**src/tc_strap_params.svh**
```systemverilog
// Purpose: constants for the decoder strap and status block
// Assumes: included by bare name from the design only
// Notes:   offsets are byte addresses on the register bus
`ifndef TC_STRAP_PARAMS_SVH
`define TC_STRAP_PARAMS_SVH

// ****************************************************************
// register map
// ****************************************************************
`define REG_CTRL          12'h000
`define REG_CONFIG        12'h004
`define REG_STATUS        12'h008

// ctrl bits (write side)
`define CTRL_RESAMPLE_BIT 0
`define CTRL_FAULT_CLR    1

// ****************************************************************
// strap meanings and timing
// ****************************************************************
`define AUTH_TAIL_EXT     4'h9
`define AUTH_TAIL_NONE    4'h0
`define TM_SAMPLES_LOW    3'h5
`define TM_SAMPLES_HIGH   3'h2
`define STRAP_SETTLE_CYC  2'h3
// sync vector reset: straps low, physical layer flag inactive high
`define SYNC_RST          9'h040

`endif

```
**src/tc_strap_pkg.sv**
```systemverilog
// Purpose: types shared by the strap and status block
// Assumes: tc_strap_params.svh holds the numbers
// Notes:   structs carry groups of related pins
package tc_strap_pkg;
	// captured static configuration
	typedef struct packed {
		logic ext_auth;
		logic tail_len_sel;
		logic vcid_inv;
		logic tm_style;
		logic parallel;
		logic prior;
	} strap_cfg_t;

	// apb request from the master
	typedef struct packed {
		logic        psel;
		logic        penable;
		logic        pwrite;
		logic [11:0] paddr;
		logic [31:0] pwdata;
	} apb_req_t;

	// capture sequencer
	typedef enum logic [1:0] {
		CAP_SETTLE,
		CAP_TAKE,
		CAP_HOLD
	} cap_state_t;
endpackage : tc_strap_pkg

```
**src/tc_strap_status.sv**
```systemverilog
// Purpose: static straps, buffer selects and status pins of the decoder
// Assumes: one 250 MHz clock, asynchronous active-low reset, APB slave
// Notes:   straps are sampled once after reset or on software request
//
// Added by the designer: the register addresses and the APB register port.
`timescale 1ns/1ps
`include "tc_strap_params.svh"

module tc_strap_status
	import tc_strap_pkg::*;
#(
	parameter int VCID_W = 6
) (
	input  wire logic              i_clk_sys,
	input  wire logic              i_reset_n_a,
	// apb slave
	input  wire apb_req_t          i_apb,
	output logic [31:0]            o_prdata,
	output logic                   o_pready,
	output logic                   o_pslverr,
	// asynchronous strap pins
	input  wire logic              i_external_auth_sel,
	input  wire logic              i_auth_tail_len_sel,
	input  wire logic              i_vchan_id_lsb_invert,
	input  wire logic              i_telemetry_sample_style,
	input  wire logic              i_parallel_sel,
	input  wire logic              i_priority_sel,
	input  wire logic              i_mode_reserved,
	input  wire logic              i_test_mode,
	input  wire logic              i_phys_layer_flag_n,
	// events from the decoder core, same clock
	input  wire logic              i_aus_swap,
	input  wire logic              i_far_swap,
	input  wire logic              i_frame_stored,
	input  wire logic [2:0]        i_frame_chan,
	input  wire logic              i_start_found,
	input  wire logic              i_tail_end,
	input  wire logic [VCID_W-1:0] i_rom_vcid,
	// status and configuration outputs
	output logic                   o_auth_status_buf_sel,
	output logic                   o_accept_report_buf_sel,
	output logic [2:0]             o_last_input_channel,
	output logic                   o_decoding_active,
	output logic                   o_link_word_flag,
	output logic                   o_use_ext_auth,
	output logic [3:0]             o_auth_tail_octets,
	output logic                   o_lac_in_ram,
	output logic [2:0]             o_tm_samples,
	output logic                   o_parallel_mode,
	output logic                   o_priority_mode,
	output logic [VCID_W-1:0]      o_vcid,
	output logic                   o_cfg_valid
);

	// ****************************************************************
	// synchronisers
	// ****************************************************************
	logic [8:0]  sync1_q;
	logic [8:0]  sync2_q;
	logic [8:0]  pins;

	// low six bits line up with strap_cfg_t, external select on top
	assign pins = {i_test_mode, i_mode_reserved, i_phys_layer_flag_n,
		i_external_auth_sel, i_auth_tail_len_sel,
		i_vchan_id_lsb_invert, i_telemetry_sample_style,
		i_parallel_sel, i_priority_sel};

	// two stages; only the second is read anywhere
	always_ff @(posedge i_clk_sys or negedge i_reset_n_a) begin
		if (!i_reset_n_a) begin
			sync1_q <= `SYNC_RST;
			sync2_q <= `SYNC_RST;
		end else begin
			sync1_q <= pins;
			sync2_q <= sync1_q;
		end
	end

	// ****************************************************************
	// strap capture
	// ****************************************************************
	cap_state_t  cap_q;
	logic [1:0]  settle_q;
	strap_cfg_t  cfg_q;
	logic        resample_q;
	logic        fault_clr_q;

	// wait for the synchronisers to fill before trusting the straps
	always_ff @(posedge i_clk_sys or negedge i_reset_n_a) begin
		if (!i_reset_n_a) begin
			cap_q    <= CAP_SETTLE;
			settle_q <= 2'h0;
		end else begin
			case (cap_q)
				CAP_SETTLE: begin
					if (settle_q == `STRAP_SETTLE_CYC) begin
						cap_q <= CAP_TAKE;
					end else begin
						settle_q <= settle_q + 2'h1;
					end
				end
				CAP_TAKE: begin
					cap_q <= CAP_HOLD;
				end
				CAP_HOLD: begin
					// straps are static; software may ask for a fresh look
					if (resample_q) begin
						cap_q <= CAP_TAKE;
					end
				end
				default: begin
					cap_q <= CAP_SETTLE;
				end
			endcase
		end
	end

	// configuration is frozen outside the take state
	always_ff @(posedge i_clk_sys or negedge i_reset_n_a) begin
		if (!i_reset_n_a) begin
			cfg_q       <= '0;
			o_cfg_valid <= 1'b0;
		end else if (cap_q == CAP_TAKE) begin
			cfg_q       <= strap_cfg_t'(sync2_q[5:0]);
			o_cfg_valid <= 1'b1;
		end
	end

	// ****************************************************************
	// derived configuration outputs
	// ****************************************************************
	always_ff @(posedge i_clk_sys or negedge i_reset_n_a) begin
		if (!i_reset_n_a) begin
			o_use_ext_auth     <= 1'b0;
			o_auth_tail_octets <= `AUTH_TAIL_NONE;
			o_lac_in_ram       <= 1'b0;
			o_tm_samples       <= `TM_SAMPLES_LOW;
			o_parallel_mode    <= 1'b0;
			o_priority_mode    <= 1'b0;
		end else begin
			o_use_ext_auth <= cfg_q.ext_auth;
			// tail select sets o_auth_tail_octets on the external path, o_lac_in_ram otherwise
			if (cfg_q.ext_auth) begin
				o_auth_tail_octets <= cfg_q.tail_len_sel ?
					`AUTH_TAIL_NONE : `AUTH_TAIL_EXT;
				o_lac_in_ram       <= 1'b0;
			end else begin
				o_auth_tail_octets <= `AUTH_TAIL_NONE;
				o_lac_in_ram       <= cfg_q.tail_len_sel;
			end
			o_tm_samples    <= cfg_q.tm_style ?
				`TM_SAMPLES_HIGH : `TM_SAMPLES_LOW;
			o_parallel_mode <= cfg_q.parallel;
			o_priority_mode <= cfg_q.prior;
		end
	end

	// channel identity; redundant decoder shares the rom
	always_ff @(posedge i_clk_sys or negedge i_reset_n_a) begin
		if (!i_reset_n_a) begin
			o_vcid <= '0;
		end else begin
			o_vcid <= i_rom_vcid ^ {{(VCID_W-1){1'b0}},
				cfg_q.vcid_inv};
		end
	end

	// ****************************************************************
	// buffer selects and channel report
	// ****************************************************************
	// each swap hands the other buffer to the external unit
	always_ff @(posedge i_clk_sys or negedge i_reset_n_a) begin
		if (!i_reset_n_a) begin
			o_auth_status_buf_sel   <= 1'b0;
			o_accept_report_buf_sel <= 1'b0;
		end else begin
			if (i_aus_swap) begin
				o_auth_status_buf_sel <= ~o_auth_status_buf_sel;
			end
			if (i_far_swap) begin
				o_accept_report_buf_sel <= ~o_accept_report_buf_sel;
			end
		end
	end

	// updated only when a frame lands in the back-end buffer
	always_ff @(posedge i_clk_sys or negedge i_reset_n_a) begin
		if (!i_reset_n_a) begin
			o_last_input_channel <= 3'h0;
		end else if (i_frame_stored) begin
			o_last_input_channel <= i_frame_chan;
		end
	end

	// ****************************************************************
	// decode state and link flag
	// ****************************************************************
	// start wins over tail end so a back-to-back start is not lost
	always_ff @(posedge i_clk_sys or negedge i_reset_n_a) begin
		if (!i_reset_n_a) begin
			o_decoding_active <= 1'b0;
		end else if (i_start_found) begin
			o_decoding_active <= 1'b1;
		end else if (i_tail_end) begin
			o_decoding_active <= 1'b0;
		end
	end

	// active-high copy for the link control word builder
	always_ff @(posedge i_clk_sys or negedge i_reset_n_a) begin
		if (!i_reset_n_a) begin
			o_link_word_flag <= 1'b0;
		end else begin
			o_link_word_flag <= ~sync2_q[6];
		end
	end

	// ****************************************************************
	// reserved pin watch
	// ****************************************************************
	logic strap_fault_q;

	// a board that breaks the ground ties is flagged; set beats clear
	always_ff @(posedge i_clk_sys or negedge i_reset_n_a) begin
		if (!i_reset_n_a) begin
			strap_fault_q <= 1'b0;
		end else if (sync2_q[7] || sync2_q[8]) begin
			strap_fault_q <= 1'b1;
		end else if (fault_clr_q) begin
			strap_fault_q <= 1'b0;
		end
	end

	// ****************************************************************
	// apb slave
	// ****************************************************************
	logic access;
	logic done;

	assign access = i_apb.psel && i_apb.penable;
	assign done   = access && o_pready;

	function automatic logic mapped(input logic [11:0] a);
		mapped = (a == `REG_CTRL) || (a == `REG_CONFIG) ||
			(a == `REG_STATUS);
	endfunction : mapped

	function automatic logic [31:0] read_word(input logic [11:0] a);
		read_word = 32'h0000_0000;
		case (a)
			`REG_CONFIG: begin
				read_word = {16'h0000, 1'b0, o_tm_samples,
					o_auth_tail_octets, 2'b00, cfg_q};
			end
			`REG_STATUS: begin
				read_word = {22'h00_0000, o_cfg_valid, strap_fault_q,
					o_lac_in_ram, o_link_word_flag,
					o_decoding_active, o_last_input_channel,
					o_accept_report_buf_sel, o_auth_status_buf_sel};
			end
			default: begin
				read_word = 32'h0000_0000;
			end
		endcase
	endfunction : read_word

	// one wait state: pready rises the cycle after the access phase starts
	always_ff @(posedge i_clk_sys or negedge i_reset_n_a) begin
		if (!i_reset_n_a) begin
			o_pready  <= 1'b0;
			o_prdata  <= 32'h0000_0000;
			o_pslverr <= 1'b0;
		end else if (access && !o_pready) begin
			o_pready  <= 1'b1;
			o_pslverr <= !mapped(i_apb.paddr);
			o_prdata  <= i_apb.pwrite ? 32'h0000_0000 :
				read_word(i_apb.paddr);
		end else begin
			o_pready  <= 1'b0;
			o_pslverr <= 1'b0;
			o_prdata  <= 32'h0000_0000;
		end
	end

	// writes act only at the completing edge
	always_ff @(posedge i_clk_sys or negedge i_reset_n_a) begin
		if (!i_reset_n_a) begin
			resample_q  <= 1'b0;
			fault_clr_q <= 1'b0;
		end else begin
			resample_q  <= 1'b0;
			fault_clr_q <= 1'b0;
			if (done && i_apb.pwrite && i_apb.paddr == `REG_CTRL) begin
				resample_q  <= i_apb.pwdata[`CTRL_RESAMPLE_BIT];
				fault_clr_q <= i_apb.pwdata[`CTRL_FAULT_CLR];
			end
		end
	end

endmodule : tc_strap_status

```
**config.mk**
```make
export PLATFORM = sky130hd
export DESIGN_NAME = tc_strap_status
export DESIGN_NICKNAME = d
export VERILOG_FILES = /design/src/tc_strap_pkg.sv /design/src/tc_strap_status.sv
export VERILOG_INCLUDE_DIRS = /design/src
export SDC_FILE = /design/constraint.sdc
export NUM_CORES = 1
export LEC_CHECK = 0
export ABC_AREA = 0
export BUFFER_PORTS_ARGS = -buffer_cell sky130_fd_sc_hd__buf_2
export CORE_UTILIZATION = 41
export CTS_BUF_LIST = sky130_fd_sc_hd__clkbuf_2 sky130_fd_sc_hd__clkbuf_4 sky130_fd_sc_hd__clkbuf_8
export DETAILED_ROUTE_END_ITERATION = 10
export PLACE_DENSITY = 0.83
export RECOVER_POWER = 50
export REMOVE_ABC_BUFFERS = 1
export SETUP_SLACK_MARGIN = 0.4
export SKIP_CTS_REPAIR_TIMING = 1
export SYNTH_ARGS = -nofsm -noshare
export SYNTH_HDL_FRONTEND = slang
export SYNTH_SLANG_ARGS = --single-unit
```
**constraint.sdc**
```tcl
create_clock -name i_clk_sys -period 1.25 [get_ports i_clk_sys]
set_input_delay 0.0625 -clock i_clk_sys [delete_from_list [all_inputs] [get_ports i_clk_sys]]
set_output_delay 0.0625 -clock i_clk_sys [all_outputs]
set_load 0.005 [all_outputs]
```
==> flow_metrics.py <==
metrics = {
    "synth": {
        "yosys.area_share.simple_pct": 10.6,
        "synth_warnings": 0,
        "syn_inst": 174,
        "synth_seq_cells": 67,
        "synth.largest_area_cell": "dfrtp_1",
        "synthTopCellsByCount": "dfrtp_1, buf_4, nor2_1",
        "synth-adder-area-share_pct": 0.516,
        "synth_top_family_by_area": "simple AND/OR/NAND/NOR gates",
        "syn_area_per_cell_um2": 13.9,
        "ys_seq_area_share_pct": 69.3,
        "ys.flop_type": "dfrtp_1",
        "synthXorXnorAreaFrac_pct": 1.44,
        "synth_compound_area_share_pct": 3.87,
        "yosysTopAreaCellShare_pct": 66.0,
        "syn_area_um2": 2420,
        "synth_cell_type_count": 29,
        "synth_mux_area_share_pct": 4.59,
        "synth.most_common_cell": "dfrtp_1",
        "synth_edf_count": 0,
        "async_flop_share_pct": 100,
        "yosys-top-cells-area": "dfrtp_1, buf_4, dfstp_2",
    },
    "finish": {
        "drive_above_1_share_pct": 44.9,
        "final_core_util_pct": 61.4,
        "n_antenna_cell": 0,
        "design_area_um2": 3440,
        "area_delta_synth_final_pct": 42.0,
        "nNetsFinal": 371,
    },
    "sta": {
        "setup_viol_count_final": 1,
        "finalSetupTns_ps": -6.13,
        "fin_crit_sh_pct": 100,
        "fin_skew_ps": 10.2,
        "slew_viol_final": 0,
        "tightest_slew_ps": 857,
        "final_hold_viol_count": 0,
        "period_minus_slack_ps": 1260,
        "slew_headroom_pct": 42.9,
        "fin_hold_ws_ps": 13.1,
        "max_freq_mhz": 796,
        "setup_slack_ps": -6.13,
        "rsz0062_at_grt": "true",
    },
    "global_routing": {
        "grt_use_total_pct": 13.6,
        "grt_overflow": 0,
        "grt_max_degree": 68,
        "grt_pass1_wl_mm": 6.25,
        "grt_pass1_vias": 1428,
        "antenna_found_initial": 0,
    },
    "clock_network": {
        "clk_pin_slew_ps": 70,
        "cts-root-buf": "clkbuf_8",
        "numCtsBuffers": 9,
        "clk_path_buf_depth": 2,
        "cts_num_sinks": 67,
        "htreeDepth": 3,
        "clock_latency_ps": 320,
        "cts_tree": "yes",
    },
    "drt": {
        "drtIter0Drc": 64,
        "drtAntennaViolNets": 0,
        "dr.pass1.iters": 4,
        "drt-wirelength-per-cell_um": 12.3,
        "viasPerCell": 4.51,
        "drc": 0,
        "vias": 1690,
        "drt-total-wl_mm": 4.63,
    },
    "place": {
        "postPlaceCellArea_um2": 2850,
        "hpwlAfterDp_mm": 2.98,
        "place_ws_ps": -53.0,
        "portBuffers": 80,
        "gp_congestion": 0.714,
    },
    "worst_setup_path": {
        "critPathTopFamily": "flip-flops",
        "crit_buf_inv": 0,
        "crit_required_ps": 1450,
        "start_kind": "register",
        "crit_path_max_fanout": 2,
        "slowest_delay_ps": 380,
        "worstPathCellList": "ha_2, nor3_4, mux2_4",
        "critPathKind": "register to register",
        "cp-end-kind": "register",
        "crit_arrival_ps": 1460,
        "cpMaxStageDelayCell": "dfrtp_1",
    },
    "run_status": {
        "violations": "setup timing",
        "status": "finished with violations",
    },
    "floorplan": {
        "die_h_um": 78.9,
        "die-width_um": 78.9,
        "core_um2": 5610,
        "die-area_um2": 6230,
        "placementRows": 27,
        "start_util_pct": 43.2,
        "ios": 131,
    },
    "hold_path": {
        "hp-class": "input port to register",
    },
    "pwr": {
        "power_density_nw_per_um2": 1620,
        "peakVddDrop_uv": 816,
        "p_leak_nw": 1.75,
    },
    "job": {
        "cap_viol_max_count": 0,
    },
}
-- registers in the layout (all words and copies together) (netlist names), 2 cells and up --
name,count
o_tm_samples,2
cap_q,2
o_last_input_channel,3
settle_q,2
sync2_q,9
cfg_q,6
sync1_q,9
o_prdata,13
o_vcid,6
-- area by class of cell --
type | instances | area (um2)
clock buffer | 13 | 179
clock inverter | 3 | 20.0
fill | 450 | 2170
inverter | 12 | 45.0
multi-input combinational | 88 | 648
sequential | 67 | 1680
tap | 72 | 90.1
timing repair buffer | 120 | 778
-- routing by layer --
layer  vias up  GRT usage, %  wire [um]
li1        777             -          -
met1       827          15.2       1860
met2        74          22.7       2400
met3        12          3.79        245
met4         0          9.27        126
met5         -             0          0
-- layout by cell type (no fill, tap or decap), types with 3 or more instances in the layout --
cell type      netlist  final
buf_2                1     79
dfrtp_1             64     63
dlygate4sd3_1        0     24
conb_1               1     20
nor2_1              20     13
clkbuf_8             0     13
inv_1               12     12
buf_4               23     12
a22oi_1              7      7
nor2_2               0      7
mux2_1               6      5
nor2b_1              5      4
xor2_1               4      4
buf_6                0      4
nand4_1              3      3
dfstp_2              3      3
-- through the flow --
step	cells	total power (W)
floorplan	167	0.00313
global placement	324	0.00358
detailed placement	324	0.00362
CTS	340	0.00533
global route	375	0.00588
finish	375	0.00557
-- worst paths after layout --
kind	from	endpoint	slack, ps	cells past startpoint
min in group asynchronous	i_reset_n_a	o_pslverr$_DFF_PN0_	480	3
max in group asynchronous	i_reset_n_a	cap_q[1]$_DFFE_PN0P_	170	3
setup reg to reg	settle_q[0]$_DFFE_PN0P_	settle_q[1]$_DFFE_PN0P_	-6	3
hold reg to reg	sync1_q[1]$_DFF_PN0_	sync2_q[1]$_DFF_PN0_	350	0
setup / recovery	settle_q[0]$_DFFE_PN0P_	settle_q[1]$_DFFE_PN0P_	-6	3
hold / removal	i_tail_end	o_decoding_active$_DFFE_PN0P_	10	3
-- logic make-up after synthesis --
| group | Yosys count |
|---|---|
| AO/OA/AOI/OAI | 13 |
| XOR/XNOR | 4 |
| adder cells (fa/ha/maj) | 1 |
| buffers and inverters | 38 |
| flip-flops | 67 |
| multiplexers | 10 |
| other | 1 |
| AND/OR/NAND/NOR | 40 |
-- power breakdown --
group          switching [W]  internal, W
registers           0.000243      0.00254
clock network       0.000760     0.000934
logic               0.000468     0.000631
-- tightest hold or removal path, stage by stage --
cell    delay, ps
buf_2         100
inv_1          50
a21o_1        100
Note: power is estimated with default switching activity, not from simulation.
